<file path="config.mk">
export PLATFORM = sky130hd
export DESIGN_NAME = mcu_exec_core
export DESIGN_NICKNAME = d
export VERILOG_FILES = /design/src/rtl/mcu_exec_pkg.sv /design/src/rtl/mcu_exec_core.sv /design/src/rtl/mcu_alu.sv /design/src/rtl/wdt_unit.sv
export SDC_FILE = /design/constraint.sdc
export NUM_CORES = 1
export LEC_CHECK = 0
export BUFFER_PORTS_ARGS = -buffer_cell sky130_fd_sc_hd__buf_2
export CAP_MARGIN = 0
export CORE_UTILIZATION = 35
export DETAILED_ROUTE_END_ITERATION = 6
export SYNTH_ARGS = -nofsm -noshare
export SYNTH_HDL_FRONTEND = slang
export SYNTH_SLANG_ARGS = --single-unit
export TNS_END_PERCENT = 5
</file>
<file path="constraint.sdc">
create_clock -name ref_clk -period 23.3 [get_ports ref_clk]
set_clock_uncertainty 0.1 [all_clocks]
set_input_delay 5.825 -clock ref_clk [delete_from_list [all_inputs] [get_ports ref_clk]]
set_output_delay 5.825 -clock ref_clk [all_outputs]
set_load 0.05 [all_outputs]
</file>
<file path="src/rtl/mcu_exec_pkg.sv">
// shared constants, opcodes and carrier types for the execution subset
// assumes one 200 MHz clock domain and an instruction source outside
package mcu_exec_pkg;

  localparam int DATA_W = 8;
  localparam int NIB_W = 4;
  localparam int MEM_AW = 6;
  localparam int PC_W = 11;
  localparam int SP_W = 3;
  localparam int WDT_W = 8;

  // nibble arithmetic of the decimal adjust, byte constants of increment, decrement and the zero test
  localparam logic [NIB_W-1:0] BCD_MAX_DIGIT = 4'h9;
  localparam logic [NIB_W-1:0] BCD_ADJUST = 4'h6;
  localparam logic [DATA_W-1:0] BYTE_ONE = 8'h01;
  localparam logic [DATA_W-1:0] BYTE_ZERO = 8'h00;

  // program counter and six-level stack
  localparam logic [PC_W-1:0] PC_ONE = 11'h001;
  localparam logic [PC_W-1:0] PC_RESET = 11'h000;
  localparam logic [PC_W-1:0] IRQ_VECTOR = 11'h004;
  localparam logic [SP_W-1:0] SP_RESET = 3'h0;
  localparam logic [SP_W-1:0] SP_ONE = 3'h1;
  localparam logic [SP_W-1:0] SP_LAST = 3'h5;

  // watchdog divider and counter
  localparam logic [WDT_W-1:0] WDT_ZERO = 8'h00;
  localparam logic [WDT_W-1:0] WDT_ONE = 8'h01;
  localparam logic [WDT_W-1:0] WDT_MAX = 8'hFF;
  localparam logic [WDT_W-1:0] PRESCALE_MAX = 8'hFF;

  // reset release pipeline
  localparam logic [1:0] RST_PIPE_CLR = 2'h0;

  typedef enum logic [4:0] {
    OP_NOP, OP_WDT_FIRST, OP_WDT_SECOND, OP_INV_MEM, OP_INV_ACC, OP_DEC_ADJ,
    OP_DEC_MEM, OP_DEC_ACC, OP_HALT, OP_INC_MEM, OP_INC_ACC, OP_JMP,
    OP_MOV_A_M, OP_MOV_A_X, OP_MOV_M_A, OP_OR_A_M, OP_OR_A_X, OP_OR_M,
    OP_RET, OP_RET_IMM, OP_RET_INT, OP_RL_MEM, OP_RL_ACC, OP_RL_CARRY
  } op_t;

  typedef enum logic [1:0] {
    ST_RUN = 2'b00,
    ST_RET2 = 2'b01,
    ST_HALT = 2'b11
  } exec_state_t;

  typedef enum logic [1:0] {DST_NONE, DST_ACC, DST_MEM} dest_t;

  typedef struct packed {
    op_t op;
    logic [MEM_AW-1:0] addr;
    logic [DATA_W-1:0] imm;
    logic [PC_W-1:0] target;
  } instr_t;

  typedef struct packed {
    logic watchdog_expiry_flag;
    logic powerdown_indicator;
    logic overflow;
    logic zero;
    logic half_carry;
    logic carry;
  } status_t;

  typedef struct packed {
    logic [DATA_W-1:0] result;
    dest_t dest;
    logic z_upd;
    logic c_upd;
    logic c_new;
  } alu_out_t;

  // ops whose result drives the zero flag
  function automatic logic updates_zero(input op_t op);
    case (op)
      OP_INV_MEM, OP_INV_ACC, OP_DEC_MEM, OP_DEC_ACC, OP_INC_MEM, OP_INC_ACC,
      OP_OR_A_M, OP_OR_A_X, OP_OR_M: updates_zero = 1'b1;
      default: updates_zero = 1'b0;
    endcase
  endfunction

endpackage

</file>
<file path="src/rtl/mcu_exec_core.sv">
// execution core for a subset of an 8-bit controller's instructions
// assumes instructions arrive already decoded, synchronous to ref_clk
`timescale 1ns/1ps
module mcu_exec_core import mcu_exec_pkg::*; (
  // clock and reset
  input wire logic ref_clk,
  input wire logic rstn,
  // instruction issue
  input wire logic instr_valid,
  input wire instr_t instr,
  output logic instr_ready,
  // interrupt entry and wake-up
  input wire logic irq_entry,
  input wire logic wake,
  // data memory observation
  input wire logic [MEM_AW-1:0] mem_rd_addr,
  output logic [DATA_W-1:0] mem_rd_data,
  // architectural state
  output logic [PC_W-1:0] pc,
  output logic [DATA_W-1:0] acc,
  output status_t flags,
  output logic global_interrupt_enable,
  output logic sys_clk_en,
  output logic [WDT_W-1:0] wdt_count
);

  typedef struct packed {
    exec_state_t st;
    logic [PC_W-1:0] pc;
    logic [DATA_W-1:0] acc;
    status_t flags;
    logic gie;
    logic [SP_LAST:0][PC_W-1:0] stack;
    logic [SP_W-1:0] sp;
    logic [(1 << MEM_AW)-1:0][DATA_W-1:0] mem;
    logic [DATA_W-1:0] rd_data;
  } core_state_t;

  core_state_t s_reg;
  core_state_t s_next;
  logic [1:0] rst_pipe;
  logic rst_sync_n;
  logic taken;
  logic halt_go;
  logic first_go;
  logic second_go;
  logic wdt_pair_clear;
  logic wdt_expire;
  logic nib_carry;
  logic [DATA_W-1:0] mem_byte;
  alu_out_t alu;

  // stack pointer wraps over the six levels; overflow overwrites the oldest
  function automatic logic [SP_W-1:0] sp_step(input logic [SP_W-1:0] sp, input logic up);
    if (up) begin
      sp_step = (sp == SP_LAST) ? SP_RESET : sp + SP_ONE;
    end else begin
      sp_step = (sp == SP_RESET) ? SP_LAST : sp - SP_ONE;
    end
  endfunction

  // reset released through two flops so release is clean on ref_clk
  always_ff @(posedge ref_clk or negedge rstn) begin
    if (!rstn) begin
      rst_pipe <= RST_PIPE_CLR;
    end else begin
      rst_pipe <= {rst_pipe[0], 1'b1};
    end
  end
  assign rst_sync_n = rst_pipe[1];

  // issue handshake; interrupt entry takes the slot when both arrive
  assign instr_ready = (s_reg.st == ST_RUN) && !irq_entry;
  assign taken = instr_valid && instr_ready;
  assign halt_go = taken && (instr.op == OP_HALT);
  assign first_go = taken && (instr.op == OP_WDT_FIRST);
  assign second_go = taken && (instr.op == OP_WDT_SECOND);
  assign mem_byte = s_reg.mem[instr.addr];

  mcu_alu u_alu (
    .op(instr.op),
    .acc(s_reg.acc),
    .mem_byte(mem_byte),
    .imm(instr.imm),
    .carry(s_reg.flags.carry),
    .half_carry(s_reg.flags.half_carry),
    .res(alu),
    .internal_nibble_carry(nib_carry)
  );

  wdt_unit u_wdt (
    .ref_clk(ref_clk),
    .rst_sync_n(rst_sync_n),
    .watchdog_preclear_first(first_go),
    .watchdog_preclear_second(second_go),
    .halt_clear(halt_go),
    .pair_clear(wdt_pair_clear),
    .expire(wdt_expire),
    .count(wdt_count)
  );

  // next-state of the whole core
  always_comb begin
    s_next = s_reg;
    s_next.rd_data = s_reg.mem[mem_rd_addr];
    case (s_reg.st)
      ST_RUN: begin
        if (irq_entry) begin
          s_next.stack[s_reg.sp] = s_reg.pc;
          s_next.sp = sp_step(s_reg.sp, 1'b1);
          s_next.pc = IRQ_VECTOR;
          s_next.gie = 1'b0;
        end else if (taken) begin
          s_next.pc = s_reg.pc + PC_ONE;
          if (alu.dest == DST_ACC) begin
            s_next.acc = alu.result;
          end
          if (alu.dest == DST_MEM) begin
            s_next.mem[instr.addr] = alu.result;
          end
          if (alu.z_upd) begin
            s_next.flags.zero = (alu.result == BYTE_ZERO);
          end
          if (alu.c_upd) begin
            s_next.flags.carry = alu.c_new;
          end
          case (instr.op)
            OP_HALT: begin
              s_next.st = ST_HALT;
              s_next.flags.powerdown_indicator = 1'b1;
              s_next.flags.watchdog_expiry_flag = 1'b0;
            end
            OP_JMP: s_next.pc = instr.target;
            OP_RET, OP_RET_IMM, OP_RET_INT: begin
              // second cycle is a dummy slot, as for a refetch
              s_next.sp = sp_step(s_reg.sp, 1'b0);
              s_next.pc = s_reg.stack[sp_step(s_reg.sp, 1'b0)];
              s_next.st = ST_RET2;
              if (instr.op == OP_RET_IMM) begin
                s_next.acc = instr.imm;
              end
              if (instr.op == OP_RET_INT) begin
                s_next.gie = 1'b1;
              end
            end
            default: ;
          endcase
        end
      end
      ST_RET2: s_next.st = ST_RUN;
      ST_HALT: begin
        // watchdog keeps running while halted, so its time-out also wakes
        if (wake || wdt_expire) begin
          s_next.st = ST_RUN;
        end
      end
      default: s_next.st = ST_RUN;
    endcase
    // completed pre-clear pair clears both flags
    if (wdt_pair_clear) begin
      s_next.flags.watchdog_expiry_flag = 1'b0;
      s_next.flags.powerdown_indicator = 1'b0;
    end
    // a time-out in the clearing cycle is not lost
    if (wdt_expire) begin
      s_next.flags.watchdog_expiry_flag = 1'b1;
    end
  end

  always_ff @(posedge ref_clk or negedge rst_sync_n) begin
    if (!rst_sync_n) begin
      s_reg <= '0;
    end else begin
      s_reg <= s_next;
    end
  end

  // visible state straight from the state register
  assign pc = s_reg.pc;
  assign acc = s_reg.acc;
  assign flags = s_reg.flags;
  assign global_interrupt_enable = s_reg.gie;
  assign sys_clk_en = (s_reg.st != ST_HALT);
  assign mem_rd_data = s_reg.rd_data;

  // helper copies of the issued instruction and of the prior core state for the checks below
  logic taken_q;
  instr_t instr_q;
  logic [DATA_W-1:0] mem_byte_q;
  logic [DATA_W-1:0] acc_q;
  logic [PC_W-1:0] pc_q;
  status_t flags_q;
  logic expire_q;
  logic pair_q;
  logic [DATA_W-1:0] mem_at_q;

  always_ff @(posedge ref_clk or negedge rst_sync_n) begin
    if (!rst_sync_n) begin
      taken_q <= 1'b0;
      instr_q <= '0;
      mem_byte_q <= BYTE_ZERO;
      acc_q <= BYTE_ZERO;
      pc_q <= PC_RESET;
      flags_q <= '0;
      expire_q <= 1'b0;
      pair_q <= 1'b0;
    end else begin
      taken_q <= taken;
      instr_q <= instr;
      mem_byte_q <= mem_byte;
      acc_q <= s_reg.acc;
      pc_q <= s_reg.pc;
      flags_q <= s_reg.flags;
      expire_q <= wdt_expire;
      pair_q <= wdt_pair_clear;
    end
  end
  assign mem_at_q = s_reg.mem[instr_q.addr];
endmodule

</file>
<file path="src/rtl/mcu_alu.sv">
// data path of the subset: result, destination and flag updates
// assumes operands are stable for the whole cycle; purely combinational
`timescale 1ns/1ps
module mcu_alu import mcu_exec_pkg::*; (
  // operation and operands
  input wire op_t op,
  input wire logic [DATA_W-1:0] acc,
  input wire logic [DATA_W-1:0] mem_byte,
  input wire logic [DATA_W-1:0] imm,
  input wire logic carry,
  input wire logic half_carry,
  // result
  output alu_out_t res,
  output logic internal_nibble_carry
);

  logic lo_adj;
  logic hi_adj;
  logic [NIB_W-1:0] lo_nib;
  logic [NIB_W-1:0] hi_nib;
  logic [NIB_W:0] hi_sum;

  // decimal adjust works on the accumulator, result goes to memory
  always_comb begin
    lo_adj = (acc[NIB_W-1:0] > BCD_MAX_DIGIT) || half_carry;
    internal_nibble_carry = lo_adj ? ~half_carry : 1'b0;
    lo_nib = lo_adj ? acc[NIB_W-1:0] + BCD_ADJUST : acc[NIB_W-1:0];
    hi_sum = {1'b0, acc[DATA_W-1:NIB_W]} + {{NIB_W{1'b0}}, internal_nibble_carry};
    hi_adj = (hi_sum > {1'b0, BCD_MAX_DIGIT}) || carry;
    // carry out of the high nibble is dropped, only the flag records it
    hi_nib = hi_adj ? hi_sum[NIB_W-1:0] + BCD_ADJUST : hi_sum[NIB_W-1:0];
  end

  // per-op result and destination
  always_comb begin
    res.result = acc;
    res.dest = DST_NONE;
    res.z_upd = updates_zero(op);
    res.c_upd = 1'b0;
    res.c_new = carry;
    case (op)
      OP_INV_MEM: begin
        res.result = ~mem_byte;
        res.dest = DST_MEM;
      end
      OP_INV_ACC: begin
        res.result = ~mem_byte;
        res.dest = DST_ACC;
      end
      OP_DEC_ADJ: begin
        res.result = {hi_nib, lo_nib};
        res.dest = DST_MEM;
        res.c_upd = hi_adj;
        res.c_new = 1'b1;
      end
      OP_DEC_MEM: begin
        res.result = mem_byte - BYTE_ONE;
        res.dest = DST_MEM;
      end
      OP_DEC_ACC: begin
        res.result = mem_byte - BYTE_ONE;
        res.dest = DST_ACC;
      end
      OP_INC_MEM: begin
        res.result = mem_byte + BYTE_ONE;
        res.dest = DST_MEM;
      end
      OP_INC_ACC: begin
        res.result = mem_byte + BYTE_ONE;
        res.dest = DST_ACC;
      end
      OP_MOV_A_M: begin
        res.result = mem_byte;
        res.dest = DST_ACC;
      end
      OP_MOV_A_X: begin
        res.result = imm;
        res.dest = DST_ACC;
      end
      OP_MOV_M_A: begin
        res.result = acc;
        res.dest = DST_MEM;
      end
      OP_OR_A_M: begin
        res.result = acc | mem_byte;
        res.dest = DST_ACC;
      end
      OP_OR_A_X: begin
        res.result = acc | imm;
        res.dest = DST_ACC;
      end
      OP_OR_M: begin
        res.result = acc | mem_byte;
        res.dest = DST_MEM;
      end
      OP_RL_MEM: begin
        res.result = {mem_byte[DATA_W-2:0], mem_byte[DATA_W-1]};
        res.dest = DST_MEM;
      end
      OP_RL_ACC: begin
        res.result = {mem_byte[DATA_W-2:0], mem_byte[DATA_W-1]};
        res.dest = DST_ACC;
      end
      OP_RL_CARRY: begin
        res.result = {mem_byte[DATA_W-2:0], carry};
        res.dest = DST_MEM;
        res.c_upd = 1'b1;
        res.c_new = mem_byte[DATA_W-1];
      end
      default: ;
    endcase
  end

endmodule

</file>
<file path="src/rtl/wdt_unit.sv">
// watchdog prescaler and counter with the paired pre-clear tracking
// assumes one-cycle strobes from the core, in its reset domain
`timescale 1ns/1ps
module wdt_unit import mcu_exec_pkg::*; (
  // clock and synchronised reset
  input wire logic ref_clk,
  input wire logic rst_sync_n,
  // strobes from the core
  input wire logic watchdog_preclear_first,
  input wire logic watchdog_preclear_second,
  input wire logic halt_clear,
  // results
  output logic pair_clear,
  output logic expire,
  output logic [WDT_W-1:0] count
);

  typedef struct packed {
    logic [WDT_W-1:0] prescale;
    logic [WDT_W-1:0] count;
    logic first_seen;
    logic second_seen;
    logic expire;
  } wdt_state_t;

  wdt_state_t s_reg;
  wdt_state_t s_next;
  logic tick;

  // the clear only completes once both halves were seen, in either order
  assign pair_clear = (watchdog_preclear_first && s_reg.second_seen) ||
                      (watchdog_preclear_second && s_reg.first_seen);
  assign expire = s_reg.expire;
  assign count = s_reg.count;

  // prescaler is the enable divider for the counter
  always_comb begin
    s_next = s_reg;
    tick = (s_reg.prescale == PRESCALE_MAX);
    s_next.prescale = s_reg.prescale + WDT_ONE;
    s_next.expire = tick && (s_reg.count == WDT_MAX);
    if (tick) begin
      s_next.count = s_reg.count + WDT_ONE;
    end
    if (watchdog_preclear_first) begin
      s_next.first_seen = 1'b1;
    end
    if (watchdog_preclear_second) begin
      s_next.second_seen = 1'b1;
    end
    if (pair_clear) begin
      s_next.first_seen = 1'b0;
      s_next.second_seen = 1'b0;
    end
    if (pair_clear || halt_clear) begin
      s_next.prescale = WDT_ZERO;
      s_next.count = WDT_ZERO;
    end
  end

  always_ff @(posedge ref_clk or negedge rst_sync_n) begin
    if (!rst_sync_n) begin
      s_reg <= '0;
    end else begin
      s_reg <= s_next;
    end
  end

endmodule

</file>
-- Yosys cells after proc, flatten, opt, wreduce, memory -nomap -nowiden
Memories as Yosys holds them, arrays and structs flattened.
Cells that the tools add are included.
- bits in registers: 636
- bits in read-only memories: 32
- input port bits: 41
- output and inout port bits: 44
- word-level logic and storage cells: 238
- memories: 1
- $add $sub $neg: 10
- $lt $le $gt $ge: 8
- equal/unequal tests: 36
- muxes and demuxes: 50
- bitwise logic cells: 4
- reduce and logical (&&, ||, !) cells: 43
- memories (memory ; depth ; bits a word ; read ports ; clocked after memory_dff ; write ports ; line ; RTL):
    (name not given) ; 32 ; 1 ; 1 ; 0 ; 0 ; mcu_exec_pkg.sv:76 ; case (op)
- operators by type and width (kind ; number):
    515-bit 2-to-1 mux ; 1
    512-bit bitwise mux ; 1
    512-bit 2-to-1 mux ; 1
    10-bit one-hot mux with 16 select lines ; 1
    8-bit binary-select mux with 6-bit select ; 2
    66-bit bitwise mux ; 1
    8-bit 2-to-1 mux ; 7
    8-bit demux with 6-bit select ; 1
    5-bit by 4-bit equality test with 1-bit output, second input constant ; 8
    5-bit equality test, second input constant ; 8
    11-bit binary-select mux with 3-bit select ; 1
    11-bit demux with 3-bit select ; 1
    11-bit 2-to-1 mux ; 3
    8-bit by 1-bit adder with 8-bit output, second input constant ; 3
    4-bit AND reduction ; 6
    23-bit 2-to-1 mux ; 1
    11-bit one-hot mux with 2 select lines ; 1
    3-bit 2-to-1 mux ; 7
    5-bit by 3-bit equality test with 1-bit output, second input constant ; 4
    2-bit nonzero test ; 10
    8-bit equality test, second input constant ; 2
    16-bit 2-to-1 mux ; 1
    8-bit OR ; 2
    6-bit by 7-bit less-than comparator with 1-bit output, second input constant ; 2
    36 further kinds ; 76

-- Longest topological paths before layout
- depth in word-level cells: 16
- gate-level depth with buffers: 19
- depth with buffers taken out: 14

-- Modules after synthesis
A second synthesis with hierarchy kept.
- cell total of the unflattened synthesis: 2821
- area, all modules: 35426.5 um2
- by module, submodules not included (module ; times used ; cells each ; area an instance (um2) ; sequential area each (um2)):
    mcu_exec_core ; 1 ; 2515 ; 33063.0 ; 15439.8
    mcu_alu ; 1 ; 207 ; 1391.3 ; 0.0
    wdt_unit ; 1 ; 99 ; 972.2 ; 475.5

-- Worst setup path after synthesis
OpenSTA, ideal clock, no wires.
- path type: input-to-output
- start point: input port irq_entry
- end point: output port instr_ready
- arrival time: 6.526 ns
- data required time: 17.375 ns
- setup slack: 10.849 ns
- stages on the path: 1
- path buffers: 0
- cells stage by stage: nor2_1
- cells in the longest elaborated chain, start to end: 2
- ends and longest elaborated chain (what ; line ; RTL):
    start: declaration ; mcu_exec_core.sv:13 ; input wire logic irq_entry,
    1-bit logical NOT ; mcu_exec_core.sv:73 ; assign instr_ready = (s_reg.st == ST_RUN) && !irq_entry;
    1-bit logical AND ; mcu_exec_core.sv:73 ;
    end: declaration ; mcu_exec_core.sv:11 ; output logic instr_ready,
No other way between the ends.

-- Final worst setup path
Same ends and word-level chain as after synthesis.

==> flow_metrics.py <==
metrics = {
    "clock_tree": {
        "cts_tree": "done",
        "cts_hold_buf": 0,
        "cts_setup_buffers": 0,
        "clockBufferDepth": 3,
        "cts_root_buffer": "clkbuf_16",
        "h-tree-depth": 3,
        "cts.reportedPaths.clkPinSlew_ns": 0.06,
        "insertion_delay_ns": 0.66,
        "cts_buffers": 75,
        "cts_sinks": 636,
        "cts.repair.resized": 0,
    },
    "placed_design": {
        "place_congestion": 0.910,
        "dp_slack_ns": 10.93,
        "dp_hpwl_um": 71600,
        "io_buffers": 82,
    },
    "cells_and_area": {
        "final_core_util_pct": 39.0,
        "nFillCells": 9439,
        "final_nets": 2760,
        "largest_register_ff_count": 583,
        "drive_above_1_share_pct": 39.0,
        "area_delta_synth_final_pct": 10.6,
    },
    "setup_path": {
        "rr_worst_depth": 13,
        "end_kind": "primary output",
        "crit_family": "buffers and inverters",
        "crit_top_cell": "buf_2",
        "r2r-start": "s_reg[376]",
        "critPathLaunchType": "input port",
        "worst-setup-path-type": "in2out",
        "setup.worst_path.start": "irq_entry",
        "cp_num_buf_inv": 2,
        "crit_arrival_ns": 6.45,
        "r2r_end": "s_reg[236]",
        "crit_path_top_delay_cell": "buf_2",
        "required_ns": 17.38,
        "cp_max_fo": 12,
        "max_stage_delay_ns": 0.29,
        "rrSetupSlack_ns": 18.29,
        "crit_chain": "buf_2 -> nor2_1 -> buf_2",
    },
    "synthesis": {
        "syn_inst": 2763,
        "synth_top_cell_area_share_pct": 45.1,
        "synth_flop_cell": "dfrtp_1",
        "syn_area_per_cell_um2": 12.8,
        "ys_top_cells_by_count": "dfrtp_1, mux2_2, mux4_2",
        "ys_seq_area_share_pct": 45.1,
        "synthAdderAreaFrac_pct": 0.497,
        "synthTopCellsByArea": "dfrtp_1, mux2_2, mux4_2",
        "synth-xor-area-share_pct": 0.497,
        "synth_mux_area_share_pct": 34.3,
        "synth-compound-area-share_pct": 8.66,
        "async_flop_share_pct": 100,
        "ys_ff_latch": 636,
        "ys_warn_count": 0,
        "synth_cell_type_count": 85,
        "synth_top_family_by_area": "multiplexers",
        "synth_simple_gate_area_share_pct": 6.96,
        "netlist_area_mm2": 0.0353,
        "synth_edf_count": 0,
        "synth_most_common_cell": "dfrtp_1",
        "synth_top_area_cell": "dfrtp_1",
    },
    "sta": {
        "worst_pin_slew_ns": 1.29,
        "period_share_pct": 53.1,
        "relSlewSlack_pct": 13.4,
        "min_period_ns": 12.38,
        "setup_tns_ns": 0,
        "rsz0062_at_grt": "no",
        "final-hold-violation-count": 0,
        "timing.fmax_ghz": 0.0808,
        "fin_ws_ns": 10.92,
        "finalMaxSlewViolations": 0,
        "finalSetupViolCount": 0,
    },
    "global_routing": {
        "grt_use_met2_pct": 33.4,
        "use_met3_pct": 4.01,
        "busiest_layer": "met2",
        "grt_antenna_before_repair": 7,
        "grt_pass1_vias": 24600,
        "grt_pass1_wl_um": 169000,
        "overflow": 0,
        "grt_usage_pct": 22.0,
        "grtUsageMet1_pct": 31.3,
        "grt_max_degree": 122,
    },
    "floorplanning": {
        "die_h_um": 319,
        "core_mm2": 0.100,
        "die_w_um": 319,
        "start_util_pct": 35.3,
        "die_area_mm2": 0.102,
        "rows": 116,
        "ioPinCount": 85,
    },
    "route": {
        "vias": 24800,
        "drt-pass1-iter-count": 6,
        "routedWlPerCell_um": 27.7,
        "postRouteAntennaNets": 0,
        "drc": 0,
        "vias_per_cell": 6.11,
        "drt_iter0_drc": 2742,
        "wl_um": 112000,
    },
    "run_status": {
        "status": "finished, final reports clean",
    },
    "hold_path": {
        "hold_depth": 0,
        "min_from": "rst_pipe[0]",
        "hold_class": "reg2reg",
        "hold_path_end": "rst_pipe[1]",
    },
    "pwr": {
        "leakagePower_uw": 0.0174,
        "vdd_drop_max_v": 0.0000527,
        "powerDensity_mw_per_mm2": 75.9,
    },
    "run": {
        "drv_cap": 0,
    },
}
[area by class of cell]
class	instances	area, um2	area share [%]
Antenna cell	4	10.0	0.0256
Clock buffer	98	2110	5.42
Clock inverter	36	437	1.12
Inverter	20	75.1	0.192
Multi-Input combinational cell	1842	18000	46.2
Sequential cell	636	15900	40.8
Tap cell	1298	1620	4.16
Timing Repair Buffer	130	815	2.09
[report_power, final]
part	switching, uW	internal, uW	leakage (uW)	total (uW)
Combinational	347	169	0.00743	516
Clock	509	713	0.00126	1220
Sequential	56.2	1170	0.00876	1230
[worst max path at each step]
stage	endpoint	slack, ns	depth (start not counted)
after global routing	instr_ready	10.86	3
final	instr_ready	10.92	3
after floorplan	acc[0]	4.16	0
after CTS	instr_ready	10.93	3
after global placement	instr_ready	10.91	3
after detailed placement	instr_ready	10.93	3
[placed cells by master, fill, tap and decap left out, drive strengths merged, types with 12 or more instances in the layout]
cell type  Yosys  routed
dfrtp        636     636
mux2         565     565
mux4         217     217
nand2        189     189
buf          145     130
nor2         117     117
o21ai        102     102
clkbuf       121      98
mux2i         83      83
a21oi         73      73
a22oi         47      47
a221oi        37      37
nand3         30      30
inv           20      24
clkinv         0      23
o22ai         22      22
nand2b        20      20
and2          19      19
and3          16      16
a31oi         16      16
nor3          15      15
nor2b         15      15
ha            14      14
o22a          14      14
a22o          12      12
nand3b        12      12
o211ai        12      12
a221o         12      12
[worst reg2reg max path: stages, from the launching register on]
cell	delay (ns)
dfrtp_1	0.40
mux4_2	0.47
mux2i_1	0.40
nor2_1	0.10
a2111o_1	0.42
nor4_4	0.70
ha_1	0.34
nand3_1	0.13
o41a_1	0.43
a21boi_1	0.16
o21a_1	0.21
o32a_2	0.18
buf_4	0.31
mux2_2	0.52
[through the flow]
| step | total power [uW] | area, um2 | hold slack, ns | cells |
|---|---|---|---|---|
| 2_1_floorplan | 1600 | 35300 | 0.231 | 2764 |
| 3_5_place_dp | 1760 | 36500 | 0.237 | 3926 |
| 4_1_cts | 2980 | 39000 | 0.232 | 4060 |
| 6_report | 2960 | 39000 | 0.235 | 4064 |
| 3_3_place_gp | 1750 | 36500 | 0.236 | 3926 |
| 5_1_grt | 3070 | 39000 | 0.256 | 4061 |
[routing by layer]
layer | part of all wire (%) | up-vias
li1 | - | 10400
met3 | 7.8 | 242
met5 | 0.15 | -
met2 | 45 | 1116
met1 | 43 | 13100
met4 | 3.8 | 8
[cell families (layout without fill, tap and decap cells)]
| logic type | after synthesis | in the layout |
|---|---|---|
| mux | 865 | 865 |
| buf+inv | 286 | 284 |
| simple gates | 504 | 504 |
| xor+xnor | 20 | 20 |
| fa+ha+maj | 14 | 14 |
| flops | 636 | 636 |
| compound gates | 436 | 436 |
| other cells | 2 | 7 |
(Power assumes the default switching activity.)
